--- config.mk ---
export PLATFORM = sky130hd
export DESIGN_NAME = hpbl_host_port
export DESIGN_NICKNAME = d
export VERILOG_FILES = /design/src/rtl/hpbl_pkg.sv /design/src/rtl/hpbl_sync.sv /design/src/rtl/hpbl_lane_decode.sv /design/src/rtl/hpbl_host_port.sv
export SDC_FILE = /design/constraint.sdc
export NUM_CORES = 1
export LEC_CHECK = 0
export ABC_AREA = 0
export BUFFER_PORTS_ARGS = -buffer_cell sky130_fd_sc_hd__buf_4
export CAP_MARGIN = 20
export CORE_MARGIN = 2
export CORE_UTILIZATION = 41
export CTS_BUF_LIST = sky130_fd_sc_hd__clkbuf_8
export DETAILED_ROUTE_END_ITERATION = 12
export PLACE_DENSITY = 0.82
export RECOVER_POWER = 100
export SLEW_MARGIN = 15
export SYNTH_ARGS = -nofsm -noshare
export SYNTH_HDL_FRONTEND = slang
export SYNTH_SLANG_ARGS = --single-unit
--- constraint.sdc ---
create_clock -name i_mclk -period 2.38 [get_ports i_mclk]
set_input_delay 0.476 -clock i_mclk [delete_from_list [all_inputs] [get_ports i_mclk]]
set_output_delay 0.476 -clock i_mclk [all_outputs]
set_load 0.005 [all_outputs]
--- src/rtl/hpbl_pkg.sv ---
// Purpose: shared constants and types for the host port byte-lane block
// Assumes: 32-bit internal locations, 19-bit byte address from the host
// Notes:   data memory window bounds are plain defaults
package hpbl_pkg;

	// ----------------------------------------------------------------
	// widths and pin encodings
	// ----------------------------------------------------------------
	localparam int         ADDR_W       = 19;
	localparam int         WORD_W       = 17;
	localparam int         DATA_W       = 32;
	localparam int         HALF_W       = 16;
	localparam int         LANES        = 4;
	localparam logic       PW_32        = 1'h0;
	localparam logic       PW_16        = 1'h1;
	localparam logic       BS_STROBE    = 1'h0;
	localparam logic       BS_BYTE_EN   = 1'h1;
	localparam logic [1:0] SIZ_FOUR     = 2'h0;
	localparam logic [1:0] SIZ_ONE      = 2'h1;
	localparam logic [1:0] SIZ_NONE_16  = 2'h3;
	localparam logic [3:0] BE_ALL       = 4'hf;
	localparam logic [3:0] BE_NONE      = 4'h0;
	localparam logic [2:0] CNT_FOUR     = 3'h4;
	localparam logic [DATA_W-1:0] OE_ALL      = 32'hffffffff;
	localparam logic [DATA_W-1:0] OE_LOW_HALF = 32'h0000ffff;

	// ----------------------------------------------------------------
	// read-only input data memory window, word addresses
	// ----------------------------------------------------------------
	localparam logic [WORD_W-1:0] DMEM_FIRST = 17'h00000;
	localparam logic [WORD_W-1:0] DMEM_LAST  = 17'h07fff;

	// ----------------------------------------------------------------
	// types
	// ----------------------------------------------------------------
	typedef struct packed {
		logic              width16;
		logic              byte_style;
		logic              rd;
		logic [ADDR_W-1:0] addr;
		logic [1:0]        siz;
	} hpbl_host_ctl_t;

	typedef struct packed {
		logic              we;
		logic [WORD_W-1:0] addr;
		logic [LANES-1:0]  be;
		logic [DATA_W-1:0] wdata;
	} hpbl_int_cmd_t;

	typedef enum logic [2:0] {
		ST_IDLE   = 3'h1,
		ST_ACCESS = 3'h2,
		ST_DONE   = 3'h4
	} hpbl_state_t;

endpackage : hpbl_pkg

--- src/rtl/hpbl_sync.sv ---
// Purpose: two-stage synchroniser for the asynchronous host strobes
// Assumes: inputs are active low and idle high
// Notes:   first stage feeds only the second stage
`timescale 1ns/10ps
module hpbl_sync (
	input  wire logic       i_mclk,
	input  wire logic       i_srst,
	input  wire logic [1:0] i_async,
	output logic      [1:0] o_sync
);
	import hpbl_pkg::*;

	logic [1:0] meta_r;
	logic [1:0] sync_r;

	// ----------------------------------------------------------------
	// two flops per input
	// ----------------------------------------------------------------
	always_ff @(posedge i_mclk) begin
		if (i_srst) begin
			meta_r <= 2'h3;
			sync_r <= 2'h3;
		end else begin
			meta_r <= i_async;
			sync_r <= meta_r;
		end
	end

	assign o_sync = sync_r;

endmodule : hpbl_sync

--- src/rtl/hpbl_lane_decode.sv ---
// Purpose: byte-lane decode and data steering for one host access
// Assumes: ctl holds the width, style, address and size of the access
// Notes:   purely combinational
`timescale 1ns/10ps
module hpbl_lane_decode (
	input  wire hpbl_pkg::hpbl_host_ctl_t  i_ctl,
	input  wire logic [31:0]               i_bus_data,
	input  wire logic [31:0]               i_word_rdata,
	output logic      [3:0]                o_be,
	output logic                           o_no_access,
	output logic      [31:0]               o_wdata,
	output logic      [31:0]               o_rdata_bus,
	output logic      [31:0]               o_oe_mask
);
	import hpbl_pkg::*;

	// ----------------------------------------------------------------
	// strobe-style mask: start byte plus byte count, msb lane first
	// ----------------------------------------------------------------
	function automatic logic [3:0] strobe_mask(input logic [1:0] start, input logic [1:0] siz);
		logic [3:0] m;
		logic [2:0] cnt;
		logic [2:0] idx;
		m   = BE_NONE;
		cnt = (siz == SIZ_FOUR) ? CNT_FOUR : {1'h0, siz};
		for (int i = 0; i < LANES; i++) begin
			idx = 3'(i);
			if (idx >= {1'h0, start} && idx < ({1'h0, start} + cnt)) begin
				m[3 - i] = 1'h1;
			end
		end
		return m;
	endfunction : strobe_mask

	wire logic [1:0] lanes16_w = ~i_ctl.siz;
	wire logic [3:0] be16_w    = i_ctl.addr[1] ? {2'h0, lanes16_w} : {lanes16_w, 2'h0};
	wire logic [3:0] be32_w    = (i_ctl.byte_style == BS_BYTE_EN)
	                             ? ~{i_ctl.addr[1:0], i_ctl.siz}
	                             : strobe_mask(i_ctl.addr[1:0], i_ctl.siz);
	wire logic [3:0] be_sel_w  = (i_ctl.width16 == PW_16) ? be16_w : be32_w;

	assign o_be        = i_ctl.rd ? BE_ALL : be_sel_w;
	assign o_no_access = (i_ctl.width16 == PW_16) && (i_ctl.siz == SIZ_NONE_16);
	assign o_wdata     = (i_ctl.width16 == PW_16)
	                     ? {i_bus_data[15:0], i_bus_data[15:0]}
	                     : i_bus_data;
	assign o_rdata_bus = (i_ctl.width16 == PW_16)
	                     ? {16'h0000, (i_ctl.addr[1] ? i_word_rdata[15:0]
	                                                 : i_word_rdata[31:16])}
	                     : i_word_rdata;
	assign o_oe_mask   = (i_ctl.width16 == PW_16) ? OE_LOW_HALF : OE_ALL;

endmodule : hpbl_lane_decode

--- src/rtl/hpbl_host_port.sv ---
// Purpose: host processor port, byte-lane decode and cycle handshake
// Assumes: internal side answers each request with i_int_ack
// Notes:   data, acknowledge and bus error pins are split into out/oe
`timescale 1ns/10ps

// Behaviour
// - width pin picks 32 or 16 bit bus
// - style pin picks strobe or byte-enable decode
// - 19-bit byte address, four bytes per word
// - lowest byte address is bits 31:24
// - 32-bit mode maps data lines straight through
// - strobe mode: low address bits name first byte
// - strobe mode: size inputs give byte count
// - byte-enable mode: four active-low lane enables
// - reads drive all 32 bits (low 16 in 16-bit mode), writes use lanes
// - 16-bit line k feeds bits k and k+16
// - 16-bit size inputs are active-low lane enables
// - address bit one picks upper or lower half
// - both size inputs high: no internal access
// - release wait, then acknowledge or bus error
// - strobe rise clears acknowledge and bus error
// - byte-enable mode always gives acknowledge
// - writes to data memory get bus error
module hpbl_host_port (
	input  wire logic                     i_mclk,
	input  wire logic                     i_srst,
	input  wire logic                     i_port_width_select,
	input  wire logic                     i_bus_style_select,
	input  wire logic [18:0]              i_host_address_lines,
	input  wire logic                     i_size_input_high,
	input  wire logic                     i_size_input_low,
	input  wire logic                     i_cs_n,
	input  wire logic                     i_host_data_strobe_n,
	input  wire logic                     i_rd_wr_n,
	input  wire logic [31:0]              i_host_data_lines,
	output logic      [31:0]              o_host_data_lines,
	output logic      [31:0]              o_host_data_oe,
	output logic                          o_wait_n,
	output logic                          o_transfer_acknowledge_n,
	output logic                          o_bus_error_output_n,
	output logic                          o_handshake_oe,
	output logic                          o_int_req,
	output hpbl_pkg::hpbl_int_cmd_t       o_int_cmd,
	input  wire logic                     i_int_ack,
	input  wire logic                     i_int_err,
	input  wire logic [31:0]              i_int_rdata
);
	import hpbl_pkg::*;

	// ----------------------------------------------------------------
	// strobe synchronisers
	// ----------------------------------------------------------------
	logic [1:0] strobes_s;

	hpbl_sync u_sync (
		.i_mclk  (i_mclk),
		.i_srst  (i_srst),
		.i_async ({i_cs_n, i_host_data_strobe_n}),
		.o_sync  (strobes_s)
	);

	wire logic cs_n_s   = strobes_s[1];
	wire logic hstb_n_s = strobes_s[0];
	wire logic sel_w    = !cs_n_s && !hstb_n_s;

	// ----------------------------------------------------------------
	// state
	// ----------------------------------------------------------------
	hpbl_state_t    state_r;
	hpbl_state_t    state_nxt;
	hpbl_host_ctl_t ctl_r;
	logic           err_r;
	logic           drive_r;
	logic           req_r;
	hpbl_int_cmd_t  cmd_r;
	logic [31:0]    rdata_r;
	logic [31:0]    oe_mask_r;

	// ----------------------------------------------------------------
	// decode of live pins while idle, captured access afterwards
	// ----------------------------------------------------------------
	wire hpbl_host_ctl_t pin_ctl_w = '{
		width16:    i_port_width_select,
		byte_style: i_bus_style_select,
		rd:         i_rd_wr_n,
		addr:       i_host_address_lines,
		siz:        {i_size_input_high, i_size_input_low}
	};
	wire logic           idle_w    = (state_r == ST_IDLE);
	wire hpbl_host_ctl_t dec_ctl_w = idle_w ? pin_ctl_w : ctl_r;

	logic [3:0]  dec_be;
	logic        dec_none;
	logic [31:0] dec_wdata;
	logic [31:0] dec_rdata;
	logic [31:0] dec_oe;

	hpbl_lane_decode u_dec (
		.i_ctl        (dec_ctl_w),
		.i_bus_data   (i_host_data_lines),
		.i_word_rdata (i_int_rdata),
		.o_be         (dec_be),
		.o_no_access  (dec_none),
		.o_wdata      (dec_wdata),
		.o_rdata_bus  (dec_rdata),
		.o_oe_mask    (dec_oe)
	);

	// word address drops the two byte bits
	wire logic [WORD_W-1:0] word_addr_w = pin_ctl_w.addr[ADDR_W-1:2];
	wire logic dmem_hit_w  = (word_addr_w - DMEM_FIRST) <= (DMEM_LAST - DMEM_FIRST);
	wire logic bad_wr_w    = !pin_ctl_w.rd && dmem_hit_w;
	wire logic start_w     = idle_w && sel_w;
	wire logic issue_w     = start_w && !dec_none && !bad_wr_w;
	wire logic ack_w       = (state_r == ST_ACCESS) && i_int_ack;

	// ----------------------------------------------------------------
	// cycle sequencer
	// ----------------------------------------------------------------
	always_comb begin
		state_nxt = state_r;
		case (state_r)
			ST_IDLE: begin
				if (start_w) begin
					state_nxt = issue_w ? ST_ACCESS : ST_DONE;
				end
			end
			ST_ACCESS: begin
				if (i_int_ack) begin
					state_nxt = ST_DONE;
				end
			end
			ST_DONE: begin
				if (hstb_n_s) begin
					state_nxt = ST_IDLE;
				end
			end
			default: begin
				state_nxt = ST_IDLE;
			end
		endcase
	end

	always_ff @(posedge i_mclk) begin
		if (i_srst) begin
			state_r <= ST_IDLE;
		end else begin
			state_r <= state_nxt;
		end
	end

	// ----------------------------------------------------------------
	// captured access and outcome
	// ----------------------------------------------------------------
	always_ff @(posedge i_mclk) begin
		if (i_srst) begin
			ctl_r <= '0;
			err_r <= 1'h0;
		end else if (start_w) begin
			ctl_r <= pin_ctl_w;
			err_r <= bad_wr_w && !dec_none;
		end else if (ack_w) begin
			err_r <= i_int_err;
		end
	end

	// ----------------------------------------------------------------
	// internal request, one-cycle pulse
	// ----------------------------------------------------------------
	always_ff @(posedge i_mclk) begin
		if (i_srst) begin
			req_r <= 1'h0;
			cmd_r <= '0;
		end else begin
			req_r <= issue_w;
			if (issue_w) begin
				cmd_r <= '{we: !pin_ctl_w.rd, addr: word_addr_w,
				           be: dec_be, wdata: dec_wdata};
			end
		end
	end

	// ----------------------------------------------------------------
	// read data, held on the bus until select goes away
	// ----------------------------------------------------------------
	always_ff @(posedge i_mclk) begin
		if (i_srst) begin
			rdata_r   <= '0;
			oe_mask_r <= '0;
			drive_r   <= 1'h0;
		end else begin
			if (ack_w && ctl_r.rd) begin
				rdata_r   <= dec_rdata;
				oe_mask_r <= dec_oe;
				drive_r   <= 1'h1;
			end else if (cs_n_s) begin
				drive_r <= 1'h0;
			end
		end
	end

	assign o_int_req         = req_r;
	assign o_int_cmd         = cmd_r;
	assign o_host_data_lines = rdata_r;
	assign o_host_data_oe    = drive_r ? oe_mask_r : '0;

	// ----------------------------------------------------------------
	// handshake pins
	// ----------------------------------------------------------------
	wire logic done_w = (state_r == ST_DONE);
	assign o_wait_n = !(start_w || (state_r == ST_ACCESS));
	assign o_transfer_acknowledge_n =
		!(done_w && (!err_r || ctl_r.byte_style == BS_BYTE_EN));
	assign o_bus_error_output_n = !(done_w && err_r);
	assign o_handshake_oe = !cs_n_s;
endmodule : hpbl_host_port

=== Word-level counts from Yosys, hierarchy flattened ===
Index checks and enable logic that the tools add are counted.

* Register bits after elaboration: 152
* Input bits: 94
* Output and inout bits: 123

* Add/sub/neg operators: 1
* Magnitude comparators: 8
* Equality and inequality tests: 7
* Multiplexer cells: 24
* Bitwise gates (word level): 2
* Reduce and logical (&&, ||, !) cells: 29

{| class="wikitable"
|+ Operators by type and width
! cell !! number
|-
| two-way mux 32 bit || 4
|-
| two-way mux 24 bit || 1
|-
| <= comparator 17 x 15 -> 1 bit, second input constant || 1
|-
| two-way mux 16 bit || 1
|-
| two-way mux 4 bit || 4
|-
| two-way mux 3 bit || 5
|-
| logical AND 1 bit || 14
|-
| logical NOT 1 bit || 9
|-
| case mux 3 bit (3 select lines) || 1
|-
| two-way mux 1 bit || 8
|-
| less-than comparator 1 x 3 -> 1 bit, first input constant || 2
|-
| less-than comparator 2 x 3 -> 1 bit, first input constant || 2
|-
| >= comparator 1 x 2 -> 1 bit, first input constant || 2
|-
| inequality test 2 x 1 -> 1 bit, second input constant || 2
|-
| NOT 4 bit || 1
|-
| nonzero test 2 bit || 2
|-
| adder 2 x 3 -> 3 bit || 1
|-
| == test 3 x 1 -> 1 bit, second input constant || 1
|-
| == test 3 x 2 -> 1 bit, second input constant || 1
|-
| == test 3 bit, second input constant || 1
|-
| AND reduction 3 bit || 1
|-
| == test 2 bit, second input constant || 1
|-
| >= comparator 2 bit, first input constant || 1
|-
| logical NOT 2 bit || 1
|-
| 3 further kinds || 4
|}

=== Longest topological paths before layout ===
* Depth in word-level cells: 11
* Gate-level depth with buffers: 9

=== By module ===
From an unflattened synthesis, not the netlist that was laid out.

* Cell total of the unflattened synthesis: 928
* Area total of the unflattened synthesis: 7727.4 sq um

{| class="wikitable"
|+ Modules (own cells, without submodules)
! module !! times used !! cells an instance !! area each (sq um) !! sequential area each (sq um)
|-
| hpbl_host_port || 1 || 790 || 6568.8 || 2962.8
|-
| hpbl_lane_decode || 1 || 130 || 1053.5 || 0.0
|-
| hpbl_sync || 1 || 8 || 105.1 || 80.1
|}

=== Worst setup path before layout ===
Ideal clock, no wire load.

* Path type: register -> register
* Start: register state_r[1]
* End: register cmd_r (netlist bit o_int_cmd[33])
* Setup time: 0.103 ns
* Arrival time: 2.078 ns
* Slack: 0.199 ns
* Cell stages (with the launch flop): 8
* Buffers on the path: 1
* Period minus slack after synthesis: 2.181 ns
* Path through: dfxtp_1 -> buf_6 -> nor3b_2 -> mux2i_1 -> ha_1 -> ha_1 -> mux4_2 -> a2111oi_2

* Longest elaborated chain between the ends: 11

{| class="wikitable"
|+ RTL lines
! element !! RTL line !! RTL
|-
| start: declaration || hpbl_host_port.sv:69 || <nowiki>hpbl_state_t state_r;</nowiki>
|-
| start signal: assignment || hpbl_host_port.sv:148 || <nowiki>state_r <= state_nxt;</nowiki>
|-
| == test 3 x 1 -> 1 bit (*) || hpbl_host_port.sv:89 || <nowiki>wire logic idle_w = (state_r == ST_IDLE);</nowiki>
|-
| two-way mux 24 bit || hpbl_host_port.sv:90 || <nowiki>wire hpbl_host_ctl_t dec_ctl_w = idle_w ? pin_ctl_w : ctl_r;</nowiki>
|-
| logical NOT 2 bit || hpbl_lane_decode.sv:25 || <nowiki>cnt = (siz == SIZ_FOUR) ? CNT_FOUR : {1'h0, siz};</nowiki>
|-
| two-way mux 3 bit || hpbl_lane_decode.sv:25 ||
|-
| adder 2 x 3 -> 3 bit || hpbl_lane_decode.sv:28 || <nowiki>if (idx >= {1'h0, start} && idx < ({1'h0, start} + cnt)) begin</nowiki>
|-
| less-than comparator 2 x 3 -> 1 bit || hpbl_lane_decode.sv:28 ||
|-
| logical AND 1 bit || hpbl_lane_decode.sv:28 ||
|-
| two-way mux 1 bit || hpbl_lane_decode.sv:28 ||
|-
| two-way mux 4 bit || hpbl_lane_decode.sv:38 || <nowiki>? ~{i_ctl.addr[1:0], i_ctl.siz}</nowiki>
|-
| two-way mux 4 bit || hpbl_lane_decode.sv:40 || <nowiki>wire logic [3:0] be_sel_w = (i_ctl.width16 == PW_16) ? be16_w : be32_w;</nowiki>
|-
| two-way mux 4 bit || hpbl_lane_decode.sv:42 || <nowiki>assign o_be = i_ctl.rd ? BE_ALL : be_sel_w;</nowiki>
|-
| end signal: assignment || hpbl_host_port.sv:177 || <nowiki>cmd_r <= '{we: !pin_ctl_w.rd, addr: word_addr_w,</nowiki>
|-
| end: declaration || hpbl_host_port.sv:75 || <nowiki>hpbl_int_cmd_t cmd_r;</nowiki>
|}

Every way passes the cells marked *; elsewhere a longest branch is shown, timed or not.
A chain may end at the register's enable or synchronous reset.

=== Worst setup path in the final report ===
* Start: register state_r[1]
* End: register cmd_r (netlist bit o_int_cmd[30])

* Longest elaborated chain between the ends: 7

{| class="wikitable"
|+ RTL lines
! element !! RTL line !! RTL
|-
| == test 3 x 1 -> 1 bit (*) || hpbl_host_port.sv:89 ||
|-
| two-way mux 24 bit || hpbl_host_port.sv:90 ||
|-
| == test 2 bit || hpbl_lane_decode.sv:43 || <nowiki>assign o_no_access = (i_ctl.width16 == PW_16) && (i_ctl.siz == SIZ_NONE_16);</nowiki>
|-
| logical AND 1 bit || hpbl_lane_decode.sv:43 ||
|-
| logical NOT 1 bit || hpbl_host_port.sv:114 || <nowiki>wire logic issue_w = start_w && !dec_none && !bad_wr_w;</nowiki>
|-
| logical AND 1 bit (2 in series) || hpbl_host_port.sv:114 ||
|}

Marks and branches as above.

==> impl_results.md <==
* Worst Hold Class: input port to flop
* Final core occ at 0.557
* Crit. Startpoint: state_r[1]
* # DRC at 0
* Max-slew headroom at 0.522
* Num CTS Buffers at 9
* Antenna-violating nets left at 0
* Req. time, crit path at between 2 and 3 ns
* Die Ht at around 110 um
* R2R depth at 6
* CP startpoint kind: flop
* CTS Sinks at around 110
* Most frequent cells in the layout: 103 x dfxtp_1, 101 x buf_4, 100 x clkbuf_4
* CP Data Arrival Time at around 2.5 ns
* Post-synthesis cell area at about 0.0047 mm2
* Worst VDD drop at roughly 0.41 mV
* Antenna cells at 0
* Post-synth EDFFs at 0
* Global route hottest layer: met2
* Total chip power at approximately 3.5 mW
* Unrepaired setup endpoints after global routing: false
* Share of layout cells above drive strength 1 at 0.344
* Run status: finished, final reports clean
* Initial Util at 0.417
* Worst hold slack at between 0.3 and 0.4 ns
* Worst-Margin Slew at between 0.7 and 0.8 ns
* Drt wl/cell at around 15 um
* Final Cycle Share at 0.934
* Syn Inst Count at 529
* Area grow syn2layout at 33.4%
* Met3 GRT Util at 0.0501
* Worst Path Max Fanout at 66
* Hold Buf Count CTS at 0
* Post-CTS setup buffers at 0
* Overall die width at 111 um
* Initial antenna violation count at 0
* Crit path kind: flop to flop
* Largest net degree at the start of global routing at 67
* Ys async rst share at 0
* Tmin final at 2.22 ns
* Max clock buf depth at 2
* Leak Pwr at roughly 2.7 nW
* Max Fclk at 450 MHz
* Final Hold Violating Endpoints at 0
* Via/cell ratio at around 5.2
* Avg Synthesized Cell Area at between 8 and 9 um2
* Final TNS setup at 0 ns
* H-tree level count at 3
* Distinct cells, synth at 48
* Max-capacitance violation count at 0
* Global-route wire length before repair at roughly 21,000 um
* Setup Skew at 0.00976 ns
* Vias at ~4,400
* Syn Nets at between 600 and 700
* Core area at approximately 0.011 mm2
* PostCTS Resize Cnt at 0
* Post-synthesis sequential area ratio at 0.445
* Crit Reg-Reg Startpoint: state_r[1]
* Row count at 39
* Register bit total from synthesis at roughly 110
* CTS tree: built
* Final wirelength at between 10,000 and 15,000 um
* Total number of yosys warnings at 0
* Post-synth top flop: dfxtp_1
* Fillers at around 1,000
* Root buf cell: clkbuf_8
* Register-to-Register Setup Slack at 0.16 ns
* Slew Viols, Final at 0
* Clk_lat worst skew at 0.36 ns
* Worst Setup EP: o_int_cmd[30]
* CP Capture Type: flop
* Number of I/O pins at between 200 and 250
* Final setup vio count at 0
* Die area at 0.0124 mm2
* Worst R2R End: o_int_cmd[30]
* Routing usage on met2 at 0.361
* DRT Pass-1 Iters at 6
* Commonest non-fill, non-tap cell in the layout: dfxtp_1
* Port Buffers at 216
* GPL Wtd Cong at 0.989
* DP Wirelength at 9650 um
* GRT Resource Usage Total at 0.206
* Global routing usage on met1 at 0.247
* Pwr Density at between 500 and 600 mW/mm2
* Iteration-0 DRC Markers at 296
* Grt total ovfl at 0
* Clk slew on worst S/H paths at 0.10 ns
* Layout Nets at between 700 and 800
* Vias in the first global route at 4,313
through the flow:
stage	std cells	area, um2	setup slack, ns
2_1_floorplan	529	4730	0.199
3_3_place_gp	831	6200	0.259
3_5_place_dp	831	6200	0.0914
4_1_cts	847	6420	0.0671
5_1_grt	847	6300	0.0205
6_report	847	6300	0.156
where the power goes:
part	total (mW)	switching [mW]	internal, mW
registers	1.79	0.0155	1.77
logic	0.506	0.252	0.254
clock network	1.24	0.633	0.604
critical path, cell delays in order, from the launching register on:
cell      delay (ns)
dfxtp_2         0.39
or3b_1          0.42
buf_2           0.23
nor3_2          0.43
buf_12          0.32
nor2_1          0.09
a211oi_1        0.23
cell usage after synthesis, drive strengths merged, types with 2 or more instances:
library cell | instances | area, um2
and4bb | 2 | 25.0
ha | 3 | 37.5
nor4 | 3 | 18.8
buf | 51 | 380
or2 | 6 | 37.5
o21ai | 7 | 35.0
nor2 | 74 | 278
a2111oi | 3 | 51.3
a21oi | 37 | 196
nand2 | 77 | 292
nor3 | 7 | 46.3
and2 | 2 | 12.5
inv | 8 | 30.0
or2b | 3 | 22.5
mux2i | 44 | 440
dfxtp | 105 | 2100
a211oi | 39 | 313
or3 | 2 | 12.5
nand2b | 4 | 25.0
a22oi | 17 | 128
clkbuf | 17 | 63.8
sequential cells by signal, summed over array words and instances, names as in the netlist:
register and cells:
err_r 1, oe_mask_r 2, ctl_r 7, state_r 3
o_int_cmd 54, u_sync.o_sync 2, u_sync.meta_r 2, o_int_req 1
drive_r 1, o_host_data_lines 32
how the worst min path moves through the flow:
| stage | start | end | slack [ns] | cells after the start |
|---|---|---|---|---|
| finish | i_cs_n | u_sync.meta_r[1] | 0.30 | 2 |
| global route | i_host_data_strobe_n | u_sync.meta_r[0] | 0.28 | 2 |
| CTS | i_host_data_strobe_n | u_sync.meta_r[0] | 0.27 | 2 |
| detailed placement | u_sync.meta_r[0] | u_sync.o_sync[0] | 0.41 | 1 |
| global placement | u_sync.meta_r[1] | u_sync.o_sync[1] | 0.40 | 1 |
| floorplan | u_sync.meta_r[0] | u_sync.o_sync[0] | 0.39 | 1 |
metal layers:
| layer | wire, um | up-vias |
|---|---|---|
| li1 | - | 2140 |
| met1 | 5140 | 1993 |
| met2 | 6540 | 220 |
| met3 | 975 | 27 |
| met4 | 314 | 0 |
| met5 | 0 | - |
cell families (layout without fill, tap and decap cells):
kind of cell / count (synthesis) / in the layout / share of synthesized area
AO/OA/AOI/OAI: 114 / 114 / 0.173
buffers and inverters: 76 / 251 / 0.100
AND/OR/NAND/NOR: 185 / 185 / 0.173
adder cells (fa/ha/maj): 3 / 3 / 0.00794
multiplexers: 46 / 46 / 0.101
flip-flops: 105 / 105 / 0.445
layout make-up:
cell class | count | area (um2) | area share
Clock inverter | 7 | 101 | 0.0161
Sequential cell | 105 | 2100 | 0.334
Clock buffer | 9 | 124 | 0.0197
Tap cell | 143 | 179 | 0.0284
Timing Repair Buffer | 227 | 1630 | 0.258
Inverter | 8 | 30.0 | 0.00476
Multi-Input combinational cell | 348 | 2140 | 0.339
Power figures use the tool's default switching activity.
